### src/verilog/gtl_defs.svh
`ifndef GTL_DEFS_SVH
`define GTL_DEFS_SVH

// ==========================================================
// register byte offsets
`define GTL_OFF_CTRL 5'h00
`define GTL_OFF_ADDR 5'h04
`define GTL_OFF_TXD 5'h08
`define GTL_OFF_RXD 5'h0c
`define GTL_OFF_STAT 5'h10

// ==========================================================
// field positions
`define GTL_CTRL_MODE_HI 1
`define GTL_CTRL_LF 2
`define GTL_CTRL_DBG 3
`define GTL_TXD_END 8

// ==========================================================
// reset values and limits
`define GTL_MODE_RST 2'h1
`define GTL_ADDR_RST 5'h01
`define GTL_LF_RST 1'b0
`define GTL_DBG_RST 1'b0
`define GTL_ADDR_MAX 8'h1e
`define GTL_MODE_BAD 2'h3

// ==========================================================
// bus characters and command groups
`define GTL_CH_LF 8'h0a
`define GTL_CH_CR 8'h0d
`define GTL_CMD_UNL 7'h3f
`define GTL_GRP_LISTEN 2'h1
`define GTL_GRP_TALK 2'h2

`endif

### src/verilog/gtl_pkg.sv
package gtl_pkg;

    // ==========================================================
    // modes and handshake states
    typedef enum logic [1:0] {
        GTL_DET = 2'b00,
        GTL_TL = 2'b01,
        GTL_TO = 2'b10
    } gtl_mode_t;

    typedef enum logic [1:0] {
        GTL_A_IDLE = 2'b00,
        GTL_A_RDY = 2'b01,
        GTL_A_ACC = 2'b10
    } gtl_acc_t;

    typedef enum logic [1:0] {
        GTL_S_IDLE = 2'b00,
        GTL_S_SET = 2'b01,
        GTL_S_DAV = 2'b10,
        GTL_S_REL = 2'b11
    } gtl_src_t;

    // ==========================================================
    // state of the port apart from the transmit queue
    typedef struct packed {
        gtl_mode_t mode;
        logic [4:0] addr;
        logic lf;
        logic dbg;
        logic listen;
        logic talk;
        gtl_acc_t acc;
        gtl_src_t src;
        logic [1:0] seq;
        logic [7:0] rx_byte;
        logic rx_end;
        logic rx_full;
        logic [7:0] echo;
        logic echo_stb;
        logic wtr;
        logic [31:0] rdata;
        logic [7:0] dio_o;
        logic dio_oe_n;
        logic dav_oe_n;
        logic nrfd_oe_n;
        logic ndac_oe_n;
        logic eoi_oe_n;
        logic led_srq;
        logic led_nrfd;
        logic led_ndac;
    } gtl_state_t;

endpackage : gtl_pkg

### src/verilog/gtl_buf2.sv
`timescale 1ns/1ps

module gtl_buf2 #(
    parameter int W = 9,
    parameter int D = 2
) (
    input wire logic mclk,
    input wire logic sys_rst,
    input wire logic in_valid,
    output logic in_ready,
    input wire logic [W-1:0] in_data,
    output logic out_valid,
    input wire logic out_ready,
    output logic [W-1:0] out_data
);

    localparam int AW = (D > 1) ? $clog2(D) : 1;

    typedef struct packed {
        logic [D-1:0][W-1:0] mem;
        logic [AW-1:0] wp;
        logic [AW-1:0] rp;
        logic [AW:0] cnt;
    } gtl_buf_t;

    gtl_buf_t b_q;
    gtl_buf_t b_d;
    logic push;
    logic pop;

    function automatic logic [AW-1:0] nxt(input logic [AW-1:0] p);
        return (p == AW'(D - 1)) ? '0 : AW'(p + 1'b1);
    endfunction : nxt

    assign in_ready = (b_q.cnt != (AW + 1)'(D));
    assign out_valid = (b_q.cnt != '0);
    assign out_data = b_q.mem[b_q.rp];

    always_comb begin
        b_d = b_q;
        push = in_valid && in_ready;
        pop = out_valid && out_ready;
        if (push) begin
            b_d.mem[b_q.wp] = in_data;
            b_d.wp = nxt(b_q.wp);
        end
        if (pop) begin
            b_d.rp = nxt(b_q.rp);
        end
        b_d.cnt = (AW + 1)'(b_q.cnt + (AW + 1)'(push) - (AW + 1)'(pop));
    end

    always_ff @(posedge mclk) begin
        if (sys_rst) begin
            b_q <= '0;
        end else begin
            b_q <= b_d;
        end
    end

endmodule : gtl_buf2

### src/verilog/gtl_port.sv
// Decided for this implementation: the register addresses and the Avalon-MM register port.
`timescale 1ns/1ps
`include "gtl_defs.svh"

// Overview of operation
// - three modes only: talk/listen, transmit-only, detached; code 3 ignored
// - detached mode releases every bus line and ignores all traffic
// - controller messages handled only in talk/listen mode
// - transmit-only mode sends queued bytes with no controller involved
// - bus address writable 0 to 30; writes whose low byte is above 30 are ignored
// - last byte of every message goes out with EOI asserted
// - received byte with EOI marks end of incoming message
// - line-feed option also ends incoming message on a received LF
// - line-feed option ends output with CR, then LF carrying EOI
// - EOI-only option never treats LF as message end
// - debug on echoes each received data byte, not ATN commands; off after reset
// - SRQ lamp follows the SRQ line from any device
// - NRFD lamp lit while some listener is not ready
// - NDAC lamp lit while a byte sits unaccepted on the bus
module gtl_port #(
    parameter int TXBUF_DEPTH = 2
) (
    input wire logic mclk,
    input wire logic sys_rst,
    input wire logic [4:0] avs_address,
    input wire logic avs_read,
    input wire logic avs_write,
    input wire logic [31:0] avs_writedata,
    input wire logic [3:0] avs_byteenable,
    output logic [31:0] avs_readdata,
    output logic avs_waitrequest,
    input wire logic [7:0] dio_i,
    output logic [7:0] dio_o,
    output logic dio_oe_n,
    input wire logic dav_i,
    output logic dav_oe_n,
    input wire logic nrfd_i,
    output logic nrfd_oe_n,
    input wire logic ndac_i,
    output logic ndac_oe_n,
    input wire logic eoi_i,
    output logic eoi_oe_n,
    input wire logic atn_i,
    input wire logic srq_i,
    output logic led_srq,
    output logic led_nrfd,
    output logic led_ndac,
    output logic [7:0] echo_data,
    output logic echo_stb
);

    gtl_pkg::gtl_state_t s_q;
    gtl_pkg::gtl_state_t s_d;
    logic tx_in_valid;
    logic tx_in_ready;
    logic tx_out_valid;
    logic tx_out_ready;
    logic [8:0] tx_out_data;
    logic [8:0] pick;
    logic cap_dat;
    logic acc_en;
    logic src_en;

    // ==========================================================
    // byte to send for a queued word at a given trailer step
    function automatic logic [8:0] tx_pick(
        input logic [8:0] w,
        input logic [1:0] seq,
        input logic lf
    );
        logic [8:0] r;
        r = {1'b0, w[7:0]};
        if (w[`GTL_TXD_END] && !lf) begin
            r = {1'b1, w[7:0]};
        end else if (w[`GTL_TXD_END] && seq == 2'h1) begin
            r = {1'b0, `GTL_CH_CR};
        end else if (w[`GTL_TXD_END] && seq == 2'h2) begin
            r = {1'b1, `GTL_CH_LF};
        end
        return r;
    endfunction : tx_pick

    // ==========================================================
    // transmit queue; full queue stalls the bus write
    gtl_buf2 #(
        .W(9),
        .D(TXBUF_DEPTH)
    ) u_txbuf (
        .mclk(mclk),
        .sys_rst(sys_rst),
        .in_valid(tx_in_valid),
        .in_ready(tx_in_ready),
        .in_data(avs_writedata[8:0]),
        .out_valid(tx_out_valid),
        .out_ready(tx_out_ready),
        .out_data(tx_out_data)
    );

    always_comb begin
        s_d = s_q;
        s_d.wtr = 1'b1;
        s_d.echo_stb = 1'b0;
        tx_in_valid = 1'b0;
        tx_out_ready = 1'b0;
        cap_dat = 1'b0;

        // ======================================================
        // register bus
        if ((avs_read || avs_write) && s_q.wtr) begin
            if (!(avs_write && avs_address == `GTL_OFF_TXD
                    && !tx_in_ready)) begin
                s_d.wtr = 1'b0;
                s_d.rdata = 32'h0000_0000;
                if (avs_write && avs_byteenable[0]) begin
                    case (avs_address)
                        `GTL_OFF_CTRL: begin
                            if (avs_writedata[1:0] != `GTL_MODE_BAD) begin
                                s_d.mode = gtl_pkg::gtl_mode_t'(
                                    avs_writedata[`GTL_CTRL_MODE_HI:0]);
                            end
                            s_d.lf = avs_writedata[`GTL_CTRL_LF];
                            s_d.dbg = avs_writedata[`GTL_CTRL_DBG];
                        end
                        `GTL_OFF_ADDR: begin
                            if (avs_writedata[7:0] <= `GTL_ADDR_MAX) begin
                                s_d.addr = avs_writedata[4:0];
                            end
                        end
                        `GTL_OFF_TXD: begin
                            tx_in_valid = 1'b1;
                        end
                        default: begin
                        end
                    endcase
                end
                if (avs_read) begin
                    case (avs_address)
                        `GTL_OFF_CTRL: begin
                            s_d.rdata = {28'h0, s_q.dbg, s_q.lf, s_q.mode};
                        end
                        `GTL_OFF_ADDR: begin
                            s_d.rdata = {27'h0, s_q.addr};
                        end
                        `GTL_OFF_RXD: begin
                            s_d.rdata = {s_q.rx_full, 22'h0, s_q.rx_end,
                                s_q.rx_byte};
                            s_d.rx_full = 1'b0;
                        end
                        `GTL_OFF_STAT: begin
                            s_d.rdata = {20'h0, s_q.src, s_q.acc, s_q.talk,
                                s_q.listen, s_q.led_ndac, s_q.led_nrfd,
                                s_q.led_srq, !tx_in_ready, tx_out_valid,
                                s_q.rx_full};
                        end
                        default: begin
                        end
                    endcase
                end
            end
        end

        // addressed states exist only in talk/listen mode
        if (s_d.mode != gtl_pkg::GTL_TL) begin
            s_d.listen = 1'b0;
            s_d.talk = 1'b0;
        end

        // ======================================================
        // front-panel lamps
        s_d.led_srq = srq_i;
        s_d.led_nrfd = nrfd_i;
        s_d.led_ndac = ndac_i && dav_i;

        // ======================================================
        // acceptor: commands under ATN, data while listening
        acc_en = (s_d.mode == gtl_pkg::GTL_TL)
            && (atn_i || s_q.listen);
        if (!acc_en) begin
            s_d.acc = gtl_pkg::GTL_A_IDLE;
            s_d.nrfd_oe_n = 1'b1;
            s_d.ndac_oe_n = 1'b1;
        end else begin
            case (s_q.acc)
                gtl_pkg::GTL_A_IDLE: begin
                    s_d.nrfd_oe_n = 1'b0;
                    s_d.ndac_oe_n = 1'b0;
                    s_d.acc = gtl_pkg::GTL_A_RDY;
                end
                gtl_pkg::GTL_A_RDY: begin
                    // not ready while an unread byte is held, unless ATN is asserted
                    s_d.nrfd_oe_n = atn_i || !s_q.rx_full;
                    if (dav_i && s_q.nrfd_oe_n
                            && (atn_i || !s_q.rx_full)) begin
                        s_d.nrfd_oe_n = 1'b0;
                        s_d.ndac_oe_n = 1'b1;
                        s_d.acc = gtl_pkg::GTL_A_ACC;
                        if (atn_i) begin
                            if (dio_i[6:5] == `GTL_GRP_LISTEN) begin
                                if (dio_i[6:0] == `GTL_CMD_UNL) begin
                                    s_d.listen = 1'b0;
                                end else if (dio_i[4:0] == s_q.addr) begin
                                    s_d.listen = 1'b1;
                                    s_d.talk = 1'b0;
                                end
                            end else if (dio_i[6:5] == `GTL_GRP_TALK) begin
                                s_d.talk = (dio_i[4:0] == s_q.addr);
                                if (dio_i[4:0] == s_q.addr) begin
                                    s_d.listen = 1'b0;
                                end
                            end
                        end else begin
                            cap_dat = 1'b1;
                            s_d.rx_byte = dio_i;
                            s_d.rx_end = eoi_i
                                || (s_q.lf && dio_i == `GTL_CH_LF);
                            s_d.rx_full = 1'b1;
                            if (s_q.dbg) begin
                                s_d.echo = dio_i;
                                s_d.echo_stb = 1'b1;
                            end
                        end
                    end
                end
                gtl_pkg::GTL_A_ACC: begin
                    if (!dav_i) begin
                        s_d.ndac_oe_n = 1'b0;
                        s_d.acc = gtl_pkg::GTL_A_RDY;
                    end
                end
                default: begin
                    s_d.acc = gtl_pkg::GTL_A_IDLE;
                end
            endcase
        end

        // ======================================================
        // source: talk-only needs no controller
        src_en = (s_d.mode == gtl_pkg::GTL_TO)
            || (s_d.mode == gtl_pkg::GTL_TL && s_q.talk && !atn_i);
        pick = tx_pick(tx_out_data, s_q.seq, s_q.lf);
        if (!src_en) begin
            s_d.src = gtl_pkg::GTL_S_IDLE;
            s_d.seq = 2'h0;
            s_d.dio_oe_n = 1'b1;
            s_d.dav_oe_n = 1'b1;
            s_d.eoi_oe_n = 1'b1;
        end else begin
            case (s_q.src)
                gtl_pkg::GTL_S_IDLE: begin
                    if (tx_out_valid) begin
                        s_d.dio_o = pick[7:0];
                        s_d.dio_oe_n = 1'b0;
                        s_d.eoi_oe_n = !pick[8];
                        s_d.src = gtl_pkg::GTL_S_SET;
                    end
                end
                gtl_pkg::GTL_S_SET: begin
                    // data settled one cycle; wait for all listeners
                    if (!nrfd_i && ndac_i) begin
                        s_d.dav_oe_n = 1'b0;
                        s_d.src = gtl_pkg::GTL_S_DAV;
                    end
                end
                gtl_pkg::GTL_S_DAV: begin
                    if (!ndac_i) begin
                        s_d.dav_oe_n = 1'b1;
                        s_d.src = gtl_pkg::GTL_S_REL;
                    end
                end
                gtl_pkg::GTL_S_REL: begin
                    s_d.dio_oe_n = 1'b1;
                    s_d.eoi_oe_n = 1'b1;
                    s_d.src = gtl_pkg::GTL_S_IDLE;
                    if (tx_out_data[`GTL_TXD_END] && s_q.lf
                            && s_q.seq != 2'h2) begin
                        s_d.seq = 2'(s_q.seq + 2'h1);
                    end else begin
                        s_d.seq = 2'h0;
                        tx_out_ready = 1'b1;
                    end
                end
                default: begin
                    s_d.src = gtl_pkg::GTL_S_IDLE;
                end
            endcase
        end
    end

    always_ff @(posedge mclk) begin
        if (sys_rst) begin
            s_q <= '0;
            s_q.mode <= gtl_pkg::gtl_mode_t'(`GTL_MODE_RST);
            s_q.addr <= `GTL_ADDR_RST;
            s_q.lf <= `GTL_LF_RST;
            s_q.dbg <= `GTL_DBG_RST;
            s_q.wtr <= 1'b1;
            s_q.dio_oe_n <= 1'b1;
            s_q.dav_oe_n <= 1'b1;
            s_q.nrfd_oe_n <= 1'b1;
            s_q.ndac_oe_n <= 1'b1;
            s_q.eoi_oe_n <= 1'b1;
        end else begin
            s_q <= s_d;
        end
    end

    // ==========================================================
    // outputs
    assign avs_readdata = s_q.rdata;
    assign avs_waitrequest = s_q.wtr;
    assign dio_o = s_q.dio_o;
    assign dio_oe_n = s_q.dio_oe_n;
    assign dav_oe_n = s_q.dav_oe_n;
    assign nrfd_oe_n = s_q.nrfd_oe_n;
    assign ndac_oe_n = s_q.ndac_oe_n;
    assign eoi_oe_n = s_q.eoi_oe_n;
    assign led_srq = s_q.led_srq;
    assign led_nrfd = s_q.led_nrfd;
    assign led_ndac = s_q.led_ndac;
    assign echo_data = s_q.echo;
    assign echo_stb = s_q.echo_stb;
endmodule : gtl_port

### config.mk
export PLATFORM = sky130hd
export DESIGN_NAME = gtl_port
export DESIGN_NICKNAME = d
export VERILOG_FILES = /design/src/verilog/gtl_pkg.sv /design/src/verilog/gtl_buf2.sv /design/src/verilog/gtl_port.sv
export VERILOG_INCLUDE_DIRS = /design/src /design/src/verilog
export SDC_FILE = /design/constraint.sdc
export NUM_CORES = 1
export LEC_CHECK = 0
export BUFFER_PORTS_ARGS = -buffer_cell sky130_fd_sc_hd__buf_2
export CORE_MARGIN = 2
export CORE_UTILIZATION = 35
export CTS_BUF_LIST = sky130_fd_sc_hd__clkbuf_8
export CTS_CLUSTER_DIAMETER = 30
export CTS_CLUSTER_SIZE = 30
export DETAILED_ROUTE_END_ITERATION = 8
export GPL_ROUTABILITY_DRIVEN = 0
export PLACE_DENSITY = 0.62
export SLEW_MARGIN = 5
export SYNTH_ARGS = -nofsm -noshare
export SYNTH_HDL_FRONTEND = slang
export SYNTH_SLANG_ARGS = --single-unit
### constraint.sdc
create_clock -name mclk -period 4 [get_ports mclk]
set_clock_uncertainty 0.2 [all_clocks]
set_input_delay 0.6 -clock mclk [delete_from_list [all_inputs] [get_ports mclk]]
set_output_delay 0.6 -clock mclk [all_outputs]
set_load 0.1 [all_outputs]
==> metrics.yaml <==
clkLatencyLatePin_ns: 0.36
chipHeight_microns: 116
fin_nets: 602
initial_core_util_pct: 36.2
ys_types: 58
avgRoutedWirePerCell_microns: 15.3
rsz0062_at_grt: "false"
finalSetupTns_ns: 0
final_cells: 709
first_pass_iters: 6
yosysWarnings: 0
pin_count: 117
dp_worst_setup_slack_ns: 0.390
grt_pass1_wl_mm: 16.7
drc_errors: 0
drive_above_1_share_pct: 18.7
finalSetupViolCount: 0
power_frac_clock_pct: 40.7
place_area_sq_um: 4640
ir_drop_v: 0.000122
period_share_pct: 80.7
max_stage_delay_ns: 0.55
synthCells: 501
coreArea_sq_um: 12200
synth_top_area_share_pct: 40.0
path_clk_slew_ns: 0.08
slowest_stage: "or4_4"
outcome: "finished, final reports clean"
worstPathArrival_ns: 3.27
power_frac_comb_pct: 11.0
clock_sinks: 88
tritoncts: "done"
crit_fanout: 5
critPathRequiredTime_ns: 4.05
antenna_found_initial: 2
synth_edf_count: 0
tightest_slew_ns: 1.19
path_delay_family: "simple AND/OR/NAND/NOR gates"
grt_max_degree: 32
htree_levels: 3
timing.final.ws_setup_ns: 0.772
crit_chain: "buf_2 > or4_4 > o32a_1 > o32a_1 > nor4b_2 > ha_1 > inv_1 > ha_1 > xor2_1 > xnor2_1 > nor2_1"
sw_frac_of_total_pct: 26.8
areaGrowthSynthToFinish_pct: 10.9
via_per_inst: 5.04
maxCapViolations: 0
critPathBufInv: 2
power_leakage_uw: 0.00198
hold_violations: 0
fin_crit_ns: 3.23
p_sw_uw: 493
fin_area_sq_um: 4890
cts_setup_buffers: 0
clock_path_buffers: 2
placement.io_buffers: 71
yosysSeqAreaShare_pct: 40.0
power_density_nw_per_um2: 376
rows: 40
endpoint_kind: "flip-flop"
p_int_uw: 1340
dp_hpwl_mm: 8.09
async_flop_share_pct: 0
die_w_microns: 116
drt_iter0_markers: 225
drv_slew: 0
dp.cells: 692
track_usage_pct: 16.0
holdBufCountCts: 0
start_kind: "input port"
hp-class: "input port to flip-flop"
grt_pass1_vias: 3193
overflow: 0
ys_seq_elements: 88
cts_resized: 0
synth_largest_area_cell: "dfxtp_1"
cts_buffers: 9
synth_flop_cell: "dfxtp_1"
synth_area_per_cell_sq_um: 8.80
ys_top_cells_by_area: "dfxtp_1, mux2i_1, buf_4"
seq_power_share_pct: 48.3
relSlewSlack_pct: 19.8
num_vias: 3571
netlist_area_sq_um: 4410
clock.fmax_ghz: 0.310
crit_type: "input port to flip-flop"
cts-root-buf: "clkbuf_8"
routed_wl_mm: 10.9
postRouteAntennaNets: 0
die_area_sq_um: 13500
[layout make-up]
type                       count  area [sq um]
timing repair buffer          78           408
sequential                    88          1760
antenna                        2          5.00
fill                        1228          7280
clock inverter                 5           104
multi-input combinational    343          2200
clock buffer                  10           138
inverter                      15          56.3
tap                          168           210
[registers in the layout, summed over array words and instances, names as in the netlist, 8 cells and up]
| register | count |
|---|---|
| u_txbuf.b_q | 22 |
| echo_data | 8 |
| dio_o | 8 |
| avs_readdata | 13 |
| s_q | 27 |
[worst register-to-register path: stages (launching register included)]
cell and delay [ns]:
dfxtp_1 0.71, mux2i_1 0.39, nor2b_1 0.16, nor2b_1 0.20, nor4b_2 0.35, ha_1 0.29, inv_1 0.06, ha_1 0.15
xor2_1 0.17, xnor2_1 0.14, nor2_1 0.05
[through the flow]
step	util (%)	power [uW]	hold WS (ns)
6_report	40.2	1840	0.248
5_1_grt	40.1	1900	0.273
4_1_cts	40.1	1850	0.245
3_5_place_dp	38.1	1110	0.241
3_3_place_gp	38.1	1110	0.235
2_1_floorplan	-	1070	0.223
[logic make-up after synthesis]
| logic type | Yosys count | synth area share [%] |
|---|---|---|
| flops | 88 | 40.0 |
| mux | 47 | 10.7 |
| compound gates | 93 | 14.4 |
| simple gates | 168 | 19.3 |
| xor+xnor | 8 | 1.59 |
| other cells | 1 | 0.0851 |
| fa+ha+maj | 8 | 2.27 |
| buf+inv | 88 | 11.7 |
[final timing paths]
check	from	to	slack, ns	cells after the start
worst min-delay path	srq_i	led_srq$_SDFF_PP0_	0.25	2
worst max register to register	u_txbuf.b_q[2]$_SDFFE_PP0P_	u_txbuf.b_q[1]$_SDFF_PP0_	1.03	10
worst max-delay path	avs_address[1]	u_txbuf.b_q[1]$_SDFF_PP0_	0.77	11
worst min register to register	dio_o[2]$_SDFFE_PP0P_	dio_o[2]$_SDFFE_PP0P_	0.25	2
[cells in the mapped netlist (12+ instances only)]
library cell	instances
dfxtp_1	88
nor2_1	58
buf_4	48
mux2i_1	46
a21oi_1	30
nand2_1	28
nand3_1	18
clkbuf_1	16
inv_1	15
o21ai_0	13
nor2b_1	12
[power by group through the flow]
stage          clock (uW)  sequential (uW)  combinational, uW
4_1_cts               761              887                201
2_1_floorplan           0              931                140
5_1_grt               797              888                213
3_3_place_gp            0              907                199
6_report              747              887                202
3_5_place_dp            0              908                201
[cell usage in the layout (no fill, tap or decap), drive strengths merged, types with 3 or more instances in the layout]
| cell | count |
|---|---|
| nand3 | 18 |
| o31ai | 4 |
| a22oi | 4 |
| or4 | 3 |
| conb | 19 |
| ha | 8 |
| nand2b | 7 |
| a2111oi | 3 |
| a21o | 3 |
| clkbuf | 10 |
| nand3b | 3 |
| inv | 16 |
| buf | 78 |
| nand4 | 8 |
| nor3 | 7 |
| xnor2 | 7 |
| o211ai | 5 |
| and2 | 3 |
| a21oi | 30 |
| o32a | 3 |
| nor2 | 58 |
| mux2i | 46 |
| nor4 | 3 |
| and3 | 5 |
| dfxtp | 88 |
| nand2 | 28 |
| or2 | 4 |
| o41ai | 3 |
| nor4b | 4 |
| bufinv | 3 |
| a211oi | 3 |
| nor2b | 12 |
| a2bb2oi | 8 |
| o21ai | 13 |
[routing by layer]
layer	track usage [%]	wire [microns]
met1	22.3	5260
met2	23.4	4670
met3	4.72	772
met4	5.71	150
met5	0	7
Power figures use the tool's default switching activity.
